File: src/dma_crc_pkg.sv
package dma_crc_pkg;

    localparam int ADDR_W = 8;

    // register offsets; printed offsets are not all multiples of four, so byte address = 4 * index
    localparam logic [ADDR_W-1:0] IDX_CONTROLLER_CONTROL   = 8'h00;
    localparam logic [ADDR_W-1:0] IDX_CHECKSUM_CONTROL     = 8'h02;
    localparam logic [ADDR_W-1:0] IDX_CHECKSUM_DATA_INPUT  = 8'h04;
    localparam logic [ADDR_W-1:0] IDX_CHECKSUM_RESULT      = 8'h08;
    localparam logic [ADDR_W-1:0] IDX_CHECKSUM_STATUS      = 8'h0C;
    localparam logic [ADDR_W-1:0] IDX_DEBUG_HALT_CONTROL   = 8'h0D;
    localparam logic [ADDR_W-1:0] ADDR_CONTROLLER_CONTROL  = 8'h00;
    localparam logic [ADDR_W-1:0] ADDR_CHECKSUM_CONTROL    = 8'h08;
    localparam logic [ADDR_W-1:0] ADDR_CHECKSUM_DATA_INPUT = 8'h10;
    localparam logic [ADDR_W-1:0] ADDR_CHECKSUM_RESULT     = 8'h20;
    localparam logic [ADDR_W-1:0] ADDR_CHECKSUM_STATUS     = 8'h30;
    localparam logic [ADDR_W-1:0] ADDR_DEBUG_HALT_CONTROL  = 8'h34;

    // controller_control fields
    localparam int SOFT_RESET_BIT   = 0;
    localparam int XFER_ON_BIT      = 1;
    localparam int CHK_ON_BIT       = 2;
    localparam int LVL_LSB          = 8;
    localparam int LVL_W            = 4;
    localparam logic [15:0] CTRL_RESET    = 16'h0000;
    localparam logic [15:0] CHKCTRL_RESET = 16'h0000;
    localparam logic [31:0] DATA_RESET    = 32'h00000000;

    // checksum_control fields
    localparam int WIDTH_LSB = 0;
    localparam int POLY_LSB  = 2;
    localparam int SRC_LSB   = 8;
    localparam int SRC_W     = 6;

    localparam logic [5:0] SOURCE_NONE      = 6'h00;
    localparam logic [5:0] SOURCE_REG_WRITE = 6'h01;
    localparam logic [5:0] SOURCE_CHANNEL_N = 6'h20;
    localparam logic [1:0] POLY_CCITT16     = 2'h0;
    localparam logic [1:0] POLY_IEEE32      = 2'h1;
    localparam logic [1:0] BEAT_BYTE        = 2'h0;
    localparam logic [1:0] HALFWORD_BEAT    = 2'h1;
    localparam logic [1:0] BEAT_WORD        = 2'h2;

    localparam logic [15:0] CCITT_POLY = 16'h1021;
    localparam logic [31:0] IEEE_POLY  = 32'h04C11DB7;
    localparam logic [31:0] CRC_SEED   = 32'hFFFFFFFF;

    localparam int BUSY_BIT = 0;
    localparam int ZERO_BIT = 1;

    typedef struct packed {
        logic [5:0] src;
        logic [1:0] poly;
        logic [1:0] width;
    } chk_cfg_t;

    typedef struct packed {
        logic [ADDR_W-1:0] addr;
        logic [31:0]       wdata;
        logic [3:0]        be;
        logic              wr;
        logic              rd;
    } bus_req_t;

    typedef enum logic [1:0] {
        XFER_IDLE  = 2'b00,
        XFER_RUN   = 2'b01,
        XFER_DRAIN = 2'b10
    } xfer_state_t;

endpackage : dma_crc_pkg

File: src/crc_byte_engine.sv
`timescale 1ns/1ps
`default_nettype none
module crc_byte_engine (
    input  wire logic        clk,
    input  wire logic        resetn,
    input  wire logic        clear,
    input  wire logic        start,
    input  wire logic [31:0] word,
    input  wire logic [1:0]  width,
    input  wire logic [1:0]  poly,
    output logic             active,
    output logic             done,
    output logic [31:0]      result
);
    logic [31:0] crcFf;
    logic [31:0] wordFf;
    logic [2:0]  leftFf;

    function automatic logic [31:0] crcStep(input logic [31:0] c, input logic [7:0] b, input logic [1:0] p);
        logic [31:0] r;
        logic [31:0] rp;
        r = c;
        rp = {<<{dma_crc_pkg::IEEE_POLY}};
        for (int i = 0; i < 8; i++) begin
            if (p == dma_crc_pkg::POLY_IEEE32) begin
                // reflected serial form
                r = (r[0] ^ b[i]) ? ((r >> 1) ^ rp) : (r >> 1);
            end else begin
                r[15:0] = (r[15] ^ b[7-i]) ? ((r[15:0] << 1) ^ dma_crc_pkg::CCITT_POLY) : (r[15:0] << 1);
                r[31:16] = 16'h0000;
            end
        end
        return r;
    endfunction : crcStep

    function automatic logic [2:0] beatBytes(input logic [1:0] w);
        if (w == dma_crc_pkg::BEAT_WORD) return 3'h4;
        else if (w == dma_crc_pkg::HALFWORD_BEAT) return 3'h2;
        else return 3'h1;
    endfunction : beatBytes

    always_ff @(posedge clk or negedge resetn) begin
        if (!resetn) begin
            leftFf <= 3'h0;
            wordFf <= 32'h00000000;
        end else if (clear) begin
            leftFf <= 3'h0;
            wordFf <= 32'h00000000;
        end else if (start) begin
            leftFf <= beatBytes(width);
            wordFf <= word;
        end else if (leftFf != 3'h0) begin
            leftFf <= leftFf - 3'h1;
            wordFf <= {8'h00, wordFf[31:8]};
        end
    end

    always_ff @(posedge clk or negedge resetn) begin
        if (!resetn) begin
            crcFf <= dma_crc_pkg::CRC_SEED;
        end else if (clear) begin
            crcFf <= dma_crc_pkg::CRC_SEED;
        end else if (!start && leftFf != 3'h0) begin
            crcFf <= crcStep(crcFf, wordFf[7:0], poly);
        end
    end

    assign active = (leftFf != 3'h0);
    assign done   = (leftFf == 3'h1);

    always_comb begin
        if (poly == dma_crc_pkg::POLY_IEEE32) begin
            result = ~crcFf;
        end else begin
            result = {16'h0000, crcFf[15:0]};
        end
    end
endmodule : crc_byte_engine
`default_nettype wire

File: src/dma_crc_global_control.sv
// Our own choice: the plain strobed port.
`timescale 1ns/1ps
`default_nettype none
// Function
// registers accept 8, 16 and 32-bit accesses through byte enables.
// protected registers ignore writes while the protection input is high.
// enable-protected registers accept writes only while transfers are off.
// reserved bits read zero; software writes zero to them.
// priority level enables gate requests to arbiter; writable while enabled.
// clearing checksum enable is ignored while busy flag is set.
// writing one enables checksum engine, regardless of transfer enable.
// clearing transfer enable waits for burst end and empty buffer.
// writing one enables transfers; bit reads one while enabled.
// soft reset with both enables off restores registers except debug.
// soft reset with any enable on is ignored and flags access error.
// soft reset bit reads one during reset; writing zero does nothing.
// source field: none 0x0, register path 0x1, channel 0x20-0x3F.
// source field locked while busy; busy flag shows the lock.
// with a channel source, that channel signals completion.
// polynomial field: 16-bit CCITT at 0x0, 32-bit IEEE at 0x1.
// input width selects byte, halfword or word of each data write.
// data write with register path sets busy; writing one clears it.
// engine consumes one byte per cycle.
// 32-bit result presented bit-reversed; the code presents it bit-inverted (~crcFf) instead.
// running checksum updated per beat, low byte first.
// software configures source, polynomial and width before data.
module dma_crc_global_control (
    input  wire logic                           clk,
    input  wire logic                           resetn,
    input  wire logic [dma_crc_pkg::ADDR_W-1:0] addr,
    input  wire logic [31:0]                    wdata,
    input  wire logic [3:0]                     byteEn,
    input  wire logic                           wrStrobe,
    input  wire logic                           rdStrobe,
    output logic      [31:0]                    rdata,
    output logic                                accessError,
    input  wire logic                           writeProtect,
    input  wire logic [3:0]                     levelRequest,
    output logic      [3:0]                     levelGrantable,
    input  wire logic                           transferActive,
    input  wire logic                           burstDone,
    input  wire logic                           bufferEmpty,
    output logic                                transferAbort,
    output logic                                transferEngineOn,
    input  wire logic                           channelBeatValid,
    input  wire logic [31:0]                    channelBeatData,
    input  wire logic                           channelEnabled,
    input  wire logic                           channelCrcDone,
    output logic                                checksumBusyFlag
);
    logic [3:0]                 levelEnableFf;
    logic                       xferOnFf;
    logic                       chkOnFf;
    logic                       softResetFf;
    dma_crc_pkg::chk_cfg_t      cfgFf;
    logic [31:0]                dataInFf;
    logic                       busyFf;
    logic                       zeroFf;
    logic                       dbgRunFf;
    logic [31:0]                rdataFf;
    logic                       errFf;
    dma_crc_pkg::xfer_state_t   xferStateFf;
    dma_crc_pkg::xfer_state_t   nxt_xferState;
    dma_crc_pkg::bus_req_t      req;
    logic                       wrCtrl;
    logic                       wrCfg;
    logic                       wrData;
    logic                       wrStatus;
    logic                       wrDbg;
    logic [31:0]                wMask;
    logic                       srstHit;
    logic                       engStart;
    logic                       engClear;
    logic                       engDone;
    logic [31:0]                engWord;
    logic [31:0]                result;
    logic                       regPath;
    logic                       chanPath;

    function automatic logic [31:0] laneMask(input logic [3:0] be);
        return {{8{be[3]}}, {8{be[2]}}, {8{be[1]}}, {8{be[0]}}};
    endfunction : laneMask

    function automatic logic [31:0] merge(input logic [31:0] old, input logic [31:0] nw, input logic [31:0] m);
        return (old & ~m) | (nw & m);
    endfunction : merge

    assign req      = '{addr: addr, wdata: wdata, be: byteEn, wr: wrStrobe, rd: rdStrobe};
    assign wMask    = laneMask(req.be);
    assign regPath  = (cfgFf.src == dma_crc_pkg::SOURCE_REG_WRITE);
    assign chanPath = (cfgFf.src[5] == dma_crc_pkg::SOURCE_CHANNEL_N[5]);

    // register decode
    always_comb begin
        wrCtrl   = 1'b0;
        wrCfg    = 1'b0;
        wrData   = 1'b0;
        wrStatus = 1'b0;
        wrDbg    = 1'b0;
        // no register here is enable-protected
        if (req.wr && req.addr == dma_crc_pkg::ADDR_CONTROLLER_CONTROL) begin
            wrCtrl = 1'b1;
        end else if (req.wr && req.addr == dma_crc_pkg::ADDR_CHECKSUM_CONTROL) begin
            wrCfg = !writeProtect;
        end else if (req.wr && req.addr == dma_crc_pkg::ADDR_CHECKSUM_DATA_INPUT) begin
            wrData = !writeProtect;
        end else if (req.wr && req.addr == dma_crc_pkg::ADDR_CHECKSUM_STATUS) begin
            wrStatus = !writeProtect;
        end else if (req.wr && req.addr == dma_crc_pkg::ADDR_DEBUG_HALT_CONTROL) begin
            wrDbg = !writeProtect;
        end
    end

    assign srstHit = wrCtrl && wMask[dma_crc_pkg::SOFT_RESET_BIT] && wdata[dma_crc_pkg::SOFT_RESET_BIT];

    // soft reset: one cycle in progress, clears everything but debug
    always_ff @(posedge clk or negedge resetn) begin
        if (!resetn) begin
            softResetFf <= 1'b0;
            errFf       <= 1'b0;
        end else begin
            softResetFf <= srstHit && !xferOnFf && !chkOnFf;
            errFf       <= srstHit && (xferOnFf || chkOnFf);
        end
    end

    always_ff @(posedge clk or negedge resetn) begin
        if (!resetn) begin
            levelEnableFf <= 4'h0;
        end else if (softResetFf) begin
            levelEnableFf <= 4'h0;
        end else if (wrCtrl && !srstHit) begin
            levelEnableFf <= (levelEnableFf & ~wMask[dma_crc_pkg::LVL_LSB +: dma_crc_pkg::LVL_W])
                           | (wdata[dma_crc_pkg::LVL_LSB +: dma_crc_pkg::LVL_W]
                              & wMask[dma_crc_pkg::LVL_LSB +: dma_crc_pkg::LVL_W]);
        end
    end

    always_ff @(posedge clk or negedge resetn) begin
        if (!resetn) begin
            chkOnFf <= 1'b0;
        end else if (softResetFf) begin
            chkOnFf <= 1'b0;
        end else if (wrCtrl && !srstHit && wMask[dma_crc_pkg::CHK_ON_BIT]) begin
            if (wdata[dma_crc_pkg::CHK_ON_BIT]) begin
                chkOnFf <= 1'b1;
            end else if (!busyFf) begin
                chkOnFf <= 1'b0;
            end
        end
    end

    // transfer enable with graceful stop
    always_comb begin
        nxt_xferState = xferStateFf;
        case (xferStateFf)
            dma_crc_pkg::XFER_IDLE: begin
                if (wrCtrl && !srstHit && wMask[dma_crc_pkg::XFER_ON_BIT] && wdata[dma_crc_pkg::XFER_ON_BIT]) begin
                    nxt_xferState = dma_crc_pkg::XFER_RUN;
                end
            end
            dma_crc_pkg::XFER_RUN: begin
                if (wrCtrl && !srstHit && wMask[dma_crc_pkg::XFER_ON_BIT] && !wdata[dma_crc_pkg::XFER_ON_BIT]) begin
                    nxt_xferState = transferActive ? dma_crc_pkg::XFER_DRAIN : dma_crc_pkg::XFER_IDLE;
                end
            end
            dma_crc_pkg::XFER_DRAIN: begin
                if (burstDone && bufferEmpty) begin
                    nxt_xferState = dma_crc_pkg::XFER_IDLE;
                end
            end
            default: nxt_xferState = dma_crc_pkg::XFER_IDLE;
        endcase
    end

    always_ff @(posedge clk or negedge resetn) begin
        if (!resetn) begin
            xferStateFf <= dma_crc_pkg::XFER_IDLE;
        end else if (softResetFf) begin
            xferStateFf <= dma_crc_pkg::XFER_IDLE;
        end else begin
            xferStateFf <= nxt_xferState;
        end
    end

    assign xferOnFf = (xferStateFf != dma_crc_pkg::XFER_IDLE);

    always_ff @(posedge clk or negedge resetn) begin
        if (!resetn) begin
            transferAbort <= 1'b0;
        end else begin
            transferAbort <= (xferStateFf == dma_crc_pkg::XFER_DRAIN) && burstDone && bufferEmpty;
        end
    end

    always_ff @(posedge clk or negedge resetn) begin
        if (!resetn) begin
            cfgFf <= '0;
        end else if (softResetFf) begin
            cfgFf <= '0;
        end else if (wrCfg) begin
            if (!busyFf && wMask[dma_crc_pkg::SRC_LSB]) begin
                cfgFf.src <= wdata[13:8];
            end
            if (wMask[0]) begin
                cfgFf.poly  <= wdata[3:2];
                cfgFf.width <= wdata[1:0];
            end
        end
    end

    always_ff @(posedge clk or negedge resetn) begin
        if (!resetn) begin
            dataInFf <= dma_crc_pkg::DATA_RESET;
        end else if (softResetFf) begin
            dataInFf <= dma_crc_pkg::DATA_RESET;
        end else if (wrData) begin
            dataInFf <= merge(dataInFf, wdata, wMask);
        end
    end

    // busy: set wins over clear
    always_ff @(posedge clk or negedge resetn) begin
        if (!resetn) begin
            busyFf <= 1'b0;
        end else if (softResetFf) begin
            busyFf <= 1'b0;
        end else if (regPath && wrData) begin
            busyFf <= 1'b1;
        end else if (chanPath && channelEnabled && !busyFf) begin
            busyFf <= 1'b1;
        end else if (regPath && wrStatus && wMask[0] && wdata[dma_crc_pkg::BUSY_BIT]) begin
            busyFf <= 1'b0;
        end else if (chanPath && (channelCrcDone || !channelEnabled)) begin
            busyFf <= 1'b0;
        end else if (!chkOnFf) begin
            busyFf <= 1'b0;
        end
    end

    always_ff @(posedge clk or negedge resetn) begin
        if (!resetn) begin
            zeroFf <= 1'b0;
        end else if (softResetFf || (wrCfg && !busyFf && wMask[dma_crc_pkg::SRC_LSB])) begin
            zeroFf <= 1'b0;
        end else if (engDone) begin
            zeroFf <= 1'b1;
        end
    end

    always_ff @(posedge clk or negedge resetn) begin
        if (!resetn) begin
            dbgRunFf <= 1'b0;
        end else if (wrDbg && wMask[0]) begin
            dbgRunFf <= wdata[0];
        end
    end

    assign engStart = chkOnFf && ((regPath && wrData) || (chanPath && channelBeatValid));
    assign engWord  = (regPath && wrData) ? merge(dataInFf, wdata, wMask) : channelBeatData;
    assign engClear = softResetFf || (wrCfg && !busyFf && wMask[dma_crc_pkg::SRC_LSB]);

    crc_byte_engine engine (
        .clk    (clk),
        .resetn (resetn),
        .clear  (engClear),
        .start  (engStart),
        .word   (engWord),
        .width  (cfgFf.width),
        .poly   (cfgFf.poly),
        .active (),
        .done   (engDone),
        .result (result)
    );

    // read data one cycle after the strobe; reserved bits zero
    always_ff @(posedge clk or negedge resetn) begin
        if (!resetn) begin
            rdataFf <= 32'h00000000;
        end else if (!req.rd) begin
            rdataFf <= 32'h00000000;
        end else if (req.addr == dma_crc_pkg::ADDR_CONTROLLER_CONTROL) begin
            rdataFf <= {20'h0, levelEnableFf, 5'h0, chkOnFf, xferOnFf, softResetFf};
        end else if (req.addr == dma_crc_pkg::ADDR_CHECKSUM_CONTROL) begin
            rdataFf <= {18'h0, cfgFf.src, 4'h0, cfgFf.poly, cfgFf.width};
        end else if (req.addr == dma_crc_pkg::ADDR_CHECKSUM_DATA_INPUT) begin
            rdataFf <= dataInFf;
        end else if (req.addr == dma_crc_pkg::ADDR_CHECKSUM_RESULT) begin
            rdataFf <= result;
        end else if (req.addr == dma_crc_pkg::ADDR_CHECKSUM_STATUS) begin
            rdataFf <= {30'h0, zeroFf && (result == 32'h00000000), busyFf};
        end else if (req.addr == dma_crc_pkg::ADDR_DEBUG_HALT_CONTROL) begin
            rdataFf <= {31'h0, dbgRunFf};
        end else begin
            rdataFf <= 32'h00000000;
        end
    end

    assign rdata            = rdataFf;
    assign accessError      = errFf;
    assign levelGrantable   = levelRequest & levelEnableFf;
    assign transferEngineOn = xferOnFf;
    assign checksumBusyFlag = busyFf;

    a_srst_error: assert property (@(posedge clk) disable iff (!resetn)
        srstHit && (xferOnFf || chkOnFf) |=> accessError && !softResetFf) else $error("soft reset not refused");
    a_srst_clears: assert property (@(posedge clk) disable iff (!resetn)
        softResetFf |=> levelEnableFf == 4'h0 && cfgFf == '0) else $error("soft reset left state");
    a_chk_hold: assert property (@(posedge clk) disable iff (!resetn)
        chkOnFf && busyFf && !softResetFf |=> chkOnFf) else $error("checksum disabled while busy");
    a_drain_hold: assert property (@(posedge clk) disable iff (!resetn)
        xferStateFf == dma_crc_pkg::XFER_DRAIN && !(burstDone && bufferEmpty) && !softResetFf |=> transferEngineOn)
        else $error("transfer enable dropped early");
    a_src_lock: assert property (@(posedge clk) disable iff (!resetn)
        busyFf && !softResetFf |=> $stable(cfgFf.src)) else $error("source changed while busy");
    a_busy_set: assert property (@(posedge clk) disable iff (!resetn)
        regPath && wrData && !softResetFf |=> checksumBusyFlag) else $error("busy not set");
    a_gate_level: assert property (@(posedge clk) disable iff (!resetn)
        wrCtrl && !srstHit && wMask[dma_crc_pkg::LVL_LSB + 1] && !wdata[dma_crc_pkg::LVL_LSB + 1]
        |=> !levelGrantable[1]) else $error("disabled level passed");
    a_abort_off: assert property (@(posedge clk) disable iff (!resetn)
        transferAbort |-> !transferEngineOn) else $error("enable stayed after abort");
    a_srst_once: assert property (@(posedge clk) disable iff (!resetn)
        softResetFf && !srstHit |=> !softResetFf) else $error("soft reset stuck");
    a_byte_rate: assert property (@(posedge clk) disable iff (!resetn)
        engStart && cfgFf.width == dma_crc_pkg::BEAT_WORD && !engClear ##1 !engStart[*3] |=> engDone)
        else $error("word beat not four cycles");
    a_read_zero: assert property (@(posedge clk) disable iff (!resetn)
        req.rd && req.addr == dma_crc_pkg::ADDR_CONTROLLER_CONTROL |=> (rdata[15:12] == 4'h0) && (rdata[7:3] == 5'h0))
        else $error("reserved bits not zero");
    c_soft_reset: cover property (@(posedge clk) disable iff (!resetn) softResetFf);
    c_drain: cover property (@(posedge clk) disable iff (!resetn) transferAbort);
    c_crc_done: cover property (@(posedge clk) disable iff (!resetn) engDone && regPath);
    c_srst_error: cover property (@(posedge clk) disable iff (!resetn) accessError);
    c_src_lock: cover property (@(posedge clk) disable iff (!resetn) busyFf && wrCfg);
endmodule : dma_crc_global_control
`default_nettype wire

File: config.mk
export PLATFORM = sky130hd
export DESIGN_NAME = dma_crc_global_control
export DESIGN_NICKNAME = d
export VERILOG_FILES = /design/src/dma_crc_pkg.sv /design/src/crc_byte_engine.sv /design/src/dma_crc_global_control.sv
export SDC_FILE = /design/constraint.sdc
export NUM_CORES = 1
export LEC_CHECK = 0
export BUFFER_PORTS_ARGS = -buffer_cell sky130_fd_sc_hd__buf_2
export CORE_MARGIN = 5
export CORE_UTILIZATION = 45
export CTS_CLUSTER_DIAMETER = 50
export DETAILED_ROUTE_END_ITERATION = 6
export GPL_ROUTABILITY_DRIVEN = 0
export PLACE_DENSITY_LB_ADDON = 0.08
export RECOVER_POWER = 100
export SYNTH_ARGS = -nofsm -noshare
export SYNTH_HDL_FRONTEND = slang
export SYNTH_SLANG_ARGS = --single-unit
File: constraint.sdc
create_clock -name clk -period 3 [get_ports clk]
set_input_delay 0.3 -clock clk [delete_from_list [all_inputs] [get_ports clk]]
set_output_delay 0.3 -clock clk [all_outputs]
set_load 0.02 [all_outputs]
**Word-level counts from Yosys, hierarchy flattened**

Cells that the tools add are included.
W data, S select, Z words.

- Div/mod/pow operators: 0
- Bitwise logic cells: 42
- $add $sub $neg: 1
- Equal/unequal tests: 17
- Reductions and logical operators: 62
- Multiplexer cells: 98
- Multiply operators: 0
- Shifts and indexed selects: 0
- Magnitude comparators: 0

Operators by type and width:

| kind | number |
|---|---|
| $mux W32 | 44 |
| $not A13 Y14 | 8 |
| $mux W13 | 8 |
| $and A32 B32 Y32 | 2 |
| $not A32 Y32 | 2 |
| $logic_and A1 B1 Y1 | 32 |
| $logic_not A32 Y1 | 1 |
| $or A32 B32 Y32 | 1 |
| $mux W1 | 28 |
| $eq A8 B6 Y1 const B | 3 |
| $not A3 Y3 | 8 |
| $mux W10 | 2 |
| $reduce_bool A2 Y1 | 9 |
| $xor A1 B1 Y1 | 16 |
| $mux W2 | 7 |
| $and A4 B4 Y4 | 3 |
| $mux W3 | 4 |
| $mux W4 | 3 |
| $ne A3 B3 Y1 const B | 4 |
| $eq A8 B4 Y1 const B | 1 |
| $eq A8 B5 Y1 const B | 1 |
| $logic_not A1 Y1 | 8 |
| $logic_not A8 Y1 | 1 |
| $eq A2 B1 Y1 const B | 3 |
| 14 further kinds | 21 |

- Register bits: 154
- Memory bits (read-only): 0
- Memories kept: 0
- Bits in writable memories: 0
- Bits in latches: 0
- Output and inout bits: 40
- Bits of input ports: 91

**Depth between registers and ports, before layout**

Gate-level depths: netlist of the first run.

- Depth after elaboration: 47
- Mapped depth: 10
- Gate-level depth less buffers: 7

**By module**

From an unflattened synthesis of the first run, not the netlist that was laid out.

- Cell total of the unflattened synthesis: 1,063
- Area total of the unflattened synthesis: 9,374.0 um^2

Modules (own cells, without submodules):

| module | area each (um^2) | cells an instance | instances | sequential area each (um^2) |
|---|---|---|---|---|
| crc_byte_engine | 4,758.3 | 547 | 1 | 1,716.6 |
| dma_crc_global_control | 4,615.7 | 516 | 1 | 2,177.1 |

**Worst setup path after synthesis of the first run**

OpenSTA, ideal clock, no wires.

- Path kind: reg2reg
- Start point: reg engine.crcFf[13]
- End point: reg engine.crcFf[21]
- Stages on the path, launching flop included: 9
- Path slack: 374 ps
- Clock period less this slack: 2,626 ps
- Data required time: 2,917 ps
- Path buffers: 1
- Arrival: 2,543 ps
- Cell sequence: dfstp_2 -> buf_6 -> xnor3_2 -> mux2i_4 -> xnor2_4 -> xnor3_2 -> xnor2_2 -> xnor2_1 -> a221o_1

- Longest elaborated chain between the ends: 36
- Elaborated cells on any way between the ends: 45

Ends and longest elaborated chain:

| element | line | text |
|---|---|---|
| start: declaration | crc_byte_engine.sv:15 | `logic [31:0] crcFf;` |
| start signal: assignment | crc_byte_engine.sv:60 | `crcFf <= dma_crc_pkg::CRC_SEED;` |
| start signal: assignment | crc_byte_engine.sv:62 | `crcFf <= dma_crc_pkg::CRC_SEED;` |
| start signal: assignment | crc_byte_engine.sv:64 | `crcFf <= crcStep(crcFf, wordFf[7:0], poly);` |
| $mux W32 * | crc_byte_engine.sv:25 | `if (p == dma_crc_pkg::POLY_IEEE32) begin` |
| $mux W32 * | crc_byte_engine.sv:63 | `end else if (!start && leftFf != 3'h0) begin` |
| $mux W32 * | crc_byte_engine.sv:61 | `end else if (clear) begin` |
| $mux W32 * | crc_byte_engine.sv:25 |  |
| $mux W32 * | crc_byte_engine.sv:63 |  |
| $mux W32 * | crc_byte_engine.sv:61 |  |
| $xor A1 B1 Y1 | crc_byte_engine.sv:29 | `r[15:0] = (r[15] ^ b[7-i]) ? ((r[15:0] << 1) ^ dma_crc_pkg::CCITT_POLY) : (r[15:0] << 1);` |
| $mux W13 | crc_byte_engine.sv:29 |  |
| [... 20 more ...] | n/a |  |
| $mux W32 * | crc_byte_engine.sv:25 |  |
| $mux W32 * | crc_byte_engine.sv:63 |  |
| $mux W32 * | crc_byte_engine.sv:61 |  |
| $xor A1 B1 Y1 | crc_byte_engine.sv:27 | `r = (r[0] ^ b[i]) ? ((r >> 1) ^ rp) : (r >> 1);` |
| $mux W32 * | crc_byte_engine.sv:27 |  |
| $mux W32 * | crc_byte_engine.sv:25 |  |
| $mux W32 * | crc_byte_engine.sv:63 |  |
| $mux W32 * | crc_byte_engine.sv:61 |  |

Mark *: on every way between the ends. The rest lies on a longest branch, timed or not. The select of a mux whose other input is x is not followed.
A chain may end at the register's enable or synchronous reset.

**Worst setup path after layout of the first run**

- Start point: in addr[1] (netlist name)
- End point: reg engine.wordFf[7]

- Longest elaborated chain between the ends: 10
- Elaborated cells on any way between the ends: 21

Ends and longest elaborated chain:

| element | line | text |
|---|---|---|
| start: declaration | dma_crc_global_control.sv:30 | `input wire logic [dma_crc_pkg::ADDR_W-1:0] addr,` |
| $eq A8 B5 Y1 | dma_crc_global_control.sv:105 | `end else if (req.wr && req.addr == dma_crc_pkg::ADDR_CHECKSUM_DATA_INPUT) begin` |
| $logic_and A1 B1 Y1 | dma_crc_global_control.sv:105 |  |
| $mux W1 | dma_crc_global_control.sv:105 |  |
| $mux W1 | dma_crc_global_control.sv:103 | `end else if (req.wr && req.addr == dma_crc_pkg::ADDR_CHECKSUM_CONTROL) begin` |
| $mux W1 | dma_crc_global_control.sv:101 | `if (req.wr && req.addr == dma_crc_pkg::ADDR_CONTROLLER_CONTROL) begin` |
| $logic_and A1 B1 Y1 | dma_crc_global_control.sv:259, dma_crc_global_control.sv:260 |  |
| $logic_or A1 B1 Y1 | dma_crc_global_control.sv:259 | `assign engStart = chkOnFf && ((regPath && wrData) \|\| (chanPath && channelBeatValid));` |
| $logic_and A1 B1 Y1 | dma_crc_global_control.sv:259 |  |
| $mux W32 | crc_byte_engine.sv:49 | `end else if (start) begin` |
| $mux W32 | crc_byte_engine.sv:46 | `end else if (clear) begin` |
| end signal: assignment | crc_byte_engine.sv:51 | `wordFf <= word;` |
| end signal: assignment | crc_byte_engine.sv:54 | `wordFf <= {8'h00, wordFf[31:8]};` |
| end: declaration | crc_byte_engine.sv:16 | `logic [31:0] wordFf;` |

Parallel ways exist; a longest one is shown, timed or not.

==> flow_metrics.py, run 1 <==
metrics = {
    "floorplan": {
        "floorplan.rows": 52,
        "core_area_sq_um": 20400,
        "die-area_sq_um": 23900,
        "pin_count": 131,
        "start_util_pct": 46.1,
        "die_x_microns": 154,
        "die-height_microns": 154,
    },
    "cts": {
        "insertion_delay_ns": 0.43,
        "clock_sinks": 154,
        "cts_tree": "done",
        "cts_root_buffer": "clkbuf_16",
        "htreeDepth": 4,
        "post_cts_buffers": 0,
        "cts_buffers": 17,
        "clkSlewWorstSetupHoldPaths_ns": 0.07,
        "clock_path_buffers": 2,
    },
    "sta": {
        "min_period_ns": 2.79,
        "fin_skew_ns": 0.0122,
        "hold_ws_ns": 0.109,
        "finalMaxSlewViolations": 66,
        "slew_headroom_pct": -19.8,
        "max_freq_mhz": 358,
        "worstMarginPinSlew_ns": 1.80,
        "setup_tns_ns": 0,
        "rsz0062_at_grt": "false",
        "setup_viol_count_final": 0,
        "post-route-period-util_pct": 93.1,
        "hold_viol": 0,
    },
    "yosys": {
        "postSynthCellCount": 997,
        "synth-seq-cells": 154,
        "yosys-top-cells-area": "dfrtp_1 (33%), dfstp_2 (9.0%), mux2i_1 (8.0%), xnor2_1 (6.9%), nand2_1 (4.9%)",
        "syn_area_sq_um": 9390,
        "async_flop_share_pct": 100,
        "synth_top_cell_area_share_pct": 32.5,
        "synth_flop_cell": "dfrtp_1",
        "ys_seq_area_share_pct": 41.5,
        "synth_area_leader_cell": "dfrtp_1",
        "synth.net_count": 1093,
        "syn-mean-instance-area_sq_um": 9.42,
        "synth_edf_count": 0,
        "yosysUniqueCellTypes": 65,
        "ys_warn_count": 0,
    },
    "power": {
        "intPower_mw": 5.78,
        "powerDensity_nw_per_um2": 866,
        "power_switching_mw": 3.60,
        "finalPower_mw": 9.38,
        "power_frac_seq_pct": 29.5,
        "p_comb_share_pct": 47.0,
        "peakVddDrop_uv": 393,
        "switching_share_pct": 38.4,
        "clockPowerShare_pct": 23.5,
        "p_leak_nw": 4.72,
    },
    "detailed_routing": {
        "wl_per_cell_microns": 22.2,
        "drt-vias-per-instance": 5.64,
        "drtIter0Drc": 823,
        "vias": 7795,
        "route.detailed.drc": 0,
        "ant_nets": 0,
        "wl_microns": 30700,
        "drt_pass1_iterations": 6,
    },
    "worst_setup_path": {
        "slowest_stage": "or2_0",
        "critPathBufInv": 2,
        "critPathMaxFanout": 12,
        "arrival_ns": 3.08,
        "critPathRequiredTime_ns": 3.29,
        "cp_top_family": "simple AND/OR/NAND/NOR gates",
        "slowest_delay_ns": 0.98,
        "crit_chain": "buf_2 -> or4_1 -> or4_1 -> nor2_1 -> or2_0 -> clkbuf_1 -> a211oi_1",
        "critPathKind": "primary input to flip-flop",
        "path_common_cell": "or4_1",
        "endpoint_kind": "flip-flop",
        "startpoint_type": "primary input",
    },
    "status": {
        "status": "finished, violations left",
        "violations": "max-capacitance violations, max-slew violations",
    },
    "global_routing": {
        "grt_pass1_wl_microns": 47400,
        "grt_pass1_vias": 7749,
        "grt_util_all_layers_pct": 25.9,
        "overflow": 0,
        "grt_max_degree": 67,
        "grt_antenna_before_repair": 0,
    },
    "finish": {
        "syn2layout_area_growth_pct": 15.3,
        "multi_input_area_sq_um": 5040,
        "mostFrequentLayoutCell": "dfrtp_1",
        "final_cell_mix": "dfrtp_1 (122), nand2_1 (121), nor2_1 (102), a21oi_1 (91), buf_2 (89)",
        "drive_gt1_share_pct": 19.0,
        "diodes": 0,
        "fin_area_sq_um": 10800,
        "seqCellArea_sq_um": 3890,
        "fin_util_pct": 53.2,
        "nets": 1196,
        "n_fill_cell": 1913,
    },
    "placed_design": {
        "port_buffers": 130,
        "post_dp_cell_area_sq_um": 10400,
        "dp_hpwl_microns": 22800,
    },
    "min_path": {
        "hold_class": "primary input to flip-flop",
    },
    "job": {
        "drv_cap": 1,
    },
}
logic make-up (layout without fill, tap and decap cells):
kind of cell | Yosys count | count (layout) | share of synthesized area, %
xor+xnor | 122 | 122 | 14.6
fa+ha+maj | 5 | 5 | 0.666
simple gates | 317 | 317 | 15.4
compound gates | 221 | 221 | 14.6
buf+inv | 99 | 215 | 4.60
mux | 79 | 79 | 8.71
flops | 154 | 154 | 41.5
cell type report:
class	count	share of cell area, %
multi-input combinational	744	46.5
clock inverter	14	1.48
sequential	154	36.0
tap	270	3.12
inverter	9	0.312
timing repair buffer	174	8.64
clock buffer	18	3.96
final timing paths:
path | startpoint | endpoint | slack (ns) | cells past startpoint
setup / recovery | addr[1] | engine.wordFf[7]$_DFFE_PN0P_ | 0.21 | 7
max in group asynchronous | resetn | engine.crcFf[1]$_DFFE_PN1P_ | 0.75 | 3
hold reg to reg | xferStateFf[0]$_DFFE_PN0P_ | transferAbort$_DFF_PN0_ | 0.50 | 1
setup reg to reg | engine.crcFf[13]$_DFFE_PN1P_ | engine.crcFf[21]$_DFFE_PN1P_ | 0.24 | 7
hold / removal | wdata[27] | dataInFf[27]$_DFFE_PN0P_ | 0.11 | 3
min in group asynchronous | resetn | engine.wordFf[31]$_DFFE_PN0P_ | 0.86 | 2
metal layers:
| metal | share of wire, % | GRT usage (%) |
|---|---|---|
| met2 | 48 | 41.4 |
| met4 | 2.5 | 7.32 |
| met1 | 45 | 36.3 |
| met5 | 0 | 0 |
| met3 | 5.2 | 4.83 |
registers in the layout (all words and copies together), names as in the netlist:
signal            flops
rdata                32
engine.wordFf        32
accessError           1
chkOnFf               1
xferStateFf           2
levelEnableFf         4
dataInFf             32
zeroFf                1
engine.crcFf         32
dbgRunFf              1
transferAbort         1
checksumBusyFlag      1
engine.leftFf         3
cfgFf                10
softResetFf           1
cells in the mapped netlist, types with 4 or more instances:
cell	count
buf_2	21
nand2_1	122
a221o_1	4
nor2_1	101
a221oi_1	5
nor3_1	9
nand3_1	23
a22oi_1	8
o211ai_1	9
o21ai_0	31
and3_1	5
dfstp_2	32
a31oi_1	5
inv_1	9
and2_1	5
buf_4	5
ha_1	5
nor4_1	9
xnor2_1	74
nand4_1	14
o21ai_1	4
xnor2_2	4
clkbuf_1	58
xnor3_1	8
a21oi_1	91
xnor2_4	5
a211oi_1	51
xor2_1	26
dfrtp_1	122
mux2i_1	75
buf_1	4
nor2b_1	4
worst reg2reg max path, cell delays in order, from the launching register on:
cell,delay (ns)
dfstp_2,0.65
xnor3_1,0.53
mux2i_4,0.23
xnor2_4,0.16
xnor3_1,0.49
xnor2_2,0.18
xnor2_1,0.13
a221o_1,0.32
power by group through the flow:
stage,Clock (mW),Combinational (mW),Sequential [mW]
final,2.21,4.41,2.76
after global routing,2.32,4.73,2.79
after CTS,2.24,4.50,2.76
after detailed placement,0,4.47,2.79
after global placement,0,4.47,2.79
after floorplan,0,3.82,2.43
through the flow:
| stage | cells | setup slack [ns] |
|---|---|---|
| after detailed placement | 1350 | 0.295 |
| after global placement | 1350 | 0.328 |
| after CTS | 1383 | 0.280 |
| final | 1383 | 0.206 |
| after floorplan | 997 | 0.374 |
| after global routing | 1383 | 0.0960 |
timing repair:
action / 4_1_cts / 5_1_grt
hold buffers: 1 / 0
endpoints found under the hold margin: 41 / 0
gates resized for setup: 0 / 0
(Power assumes the default switching activity.)
==> run 2: changes to the inputs <==
Settings changed: CORE_UTILIZATION 45 to 35, MAX_ROUTING_LAYER set to met4.
Clock period 3 ns to 2.34 ns, I/O delays scaled along.
==> flow_metrics.py, run 2 (synthesis gave the netlist of run 1 again) <==
metrics = {
    "status": {
        "status": "finished, violations left",
        "violations": "negative setup slack",
    },
    "sta": {
        "fin_skew_ns": 0.0148,
        "max_freq_mhz": 424,
        "rsz0062_at_grt": "true",
        "hold_viol": 0,
        "worst_slack_ns": -0.0184,
        "post-route-period-util_pct": 101,
        "setup_viol_count_final": 1,
        "min_period_ns": 2.36,
        "slew_headroom_pct": 14.8,
        "finalMaxSlewViolations": 0,
        "hold_ws_ns": 0.0490,
        "worstMarginPinSlew_ns": 1.28,
        "setup_tns_ns": -0.0184,
    },
    "power": {
        "peakVddDrop_uv": 613,
        "powerDensity_nw_per_um2": 1180,
        "p_leak_nw": 5.25,
    },
    "worst_setup_path": {
        "arrival_ns": 2.67,
        "startpoint_type": "flip-flop",
        "r2r_cells": 7,
        "critPathKind": "flip-flop to flip-flop",
        "critPathMaxFanout": 2,
        "critPathRequiredTime_ns": 2.65,
        "endpoint_kind": "flip-flop",
    },
    "finish": {
        "syn2layout_area_growth_pct": 26.0,
        "nets": 1288,
        "final_cell_mix": "nand2_1 (120), dfrtp_1 (120), buf_4 (110), nor2_1 (102), a21oi_1 (91)",
        "final_cells": 1546,
        "drive_gt1_share_pct": 27.7,
    },
    "cts": {
        "htreeDepth": 4,
        "cts_root_buffer": "clkbuf_16",
        "cts_tree": "done",
        "clkSlewWorstSetupHoldPaths_ns": 0.08,
        "insertion_delay_ns": 0.43,
        "cts_buffers": 17,
        "clock_path_buffers": 2,
        "clock_sinks": 154,
    },
    "placed_design": {
        "port_buffers": 130,
        "dp.cells": 1506,
        "dp_hpwl_microns": 26500,
        "pre_cts_slack_ns": -0.0542,
    },
    "detailed_routing": {
        "drt_pass1_iterations": 5,
        "wl_microns": 34600,
        "route.detailed.drc": 0,
        "drt-vias-per-instance": 5.22,
        "vias": 8073,
        "ant_nets": 0,
        "wl_per_cell_microns": 22.4,
        "drtIter0Drc": 623,
    },
    "min_path": {
        "min_delay_path_depth": 3,
        "hold_class": "primary input to flip-flop",
    },
    "global_routing": {
        "grt_util_all_layers_pct": 23.3,
        "overflow": 0,
        "grt_max_degree": 65,
        "grt_pass1_wl_microns": 51800,
        "grt_antenna_before_repair": 1,
        "grt_pass1_vias": 8131,
    },
    "floorplan": {
        "die_x_microns": 174,
        "die-height_microns": 174,
        "die-area_sq_um": 30200,
        "pin_count": 131,
        "floorplan.rows": 60,
        "core_area_sq_um": 26700,
        "start_util_pct": 35.2,
    },
    "job": {
        "drv_cap": 0,
    },
}
## run 2: repair_timing
item	CTS	global route
hold buffers	1	0
setup endpoints to repair	4	15
setup buffers	4	3
pin swaps	2	8
resized for setup	4	21
endpoints found under the hold margin	40	0
## run 2: path summary, 6_finish.rpt
check / startpoint / to / slack (ns)
min: burstDone / transferAbort$_DFF_PN0_ / 0.05
max: engine.crcFf[9]$_DFFE_PN1P_ / engine.crcFf[15]$_DFFE_PN1P_ / -0.02
max in group asynchronous: resetn / rdata[10]$_DFF_PN0_ / 0.46
min reg2reg: xferStateFf[0]$_DFFE_PN0P_ / transferAbort$_DFF_PN0_ / 0.50
min in group asynchronous: resetn / engine.wordFf[4]$_DFFE_PN0P_ / 0.64
max reg2reg: engine.crcFf[9]$_DFFE_PN1P_ / engine.crcFf[15]$_DFFE_PN1P_ / -0.02
## run 2: critical path: stages, from the launching register on
cell and delay (ns):
dfstp_2 0.53, xnor3_2 0.45, mux2i_4 0.22, xnor2_4 0.15
xnor3_2 0.31, buf_4 0.16, xnor2_2 0.14, o211ai_1 0.27
## run 2: through the flow
stage	util, %	instance area, sq um	total power [mW]
floorplan	-	9460	8.19
global placement	42.1	11200	10.6
detailed placement	42.1	11200	10.6
CTS	44.5	11900	13.4
global route	44.4	11800	14.6
finish	44.4	11800	13.9
## run 2: final cells by class
| class | count | area [sq um] |
|---|---|---|
| antenna | 1 | 2.50 |
| clock buffer | 17 | 425 |
| clock inverter | 14 | 133 |
| tap | 341 | 427 |
| sequential | 154 | 3900 |
| fill | 2597 | 14800 |
| timing repair buffer | 266 | 1640 |
| inverter | 9 | 33.8 |
| multi-input combinational | 744 | 5280 |
## run 2: where the power goes
group	switching [mW]	leakage (nW)	internal, mW	total (mW)
Combinational	3.80	2.95	4.08	7.88
Clock	1.31	0.275	1.40	2.71
Sequential	0.308	2.02	3.02	3.32
Total	5.42	5.25	8.50	13.9
## run 2: metal layers
metal  vias up  global-route usage [%]  share of wire, %
met2       210                    37.3                49
met3        26                    2.20               3.5
met1      3971                    31.7                46
met4         0                    6.96               2.4
li1       3866                       -                 -
met5         -                       -                 0
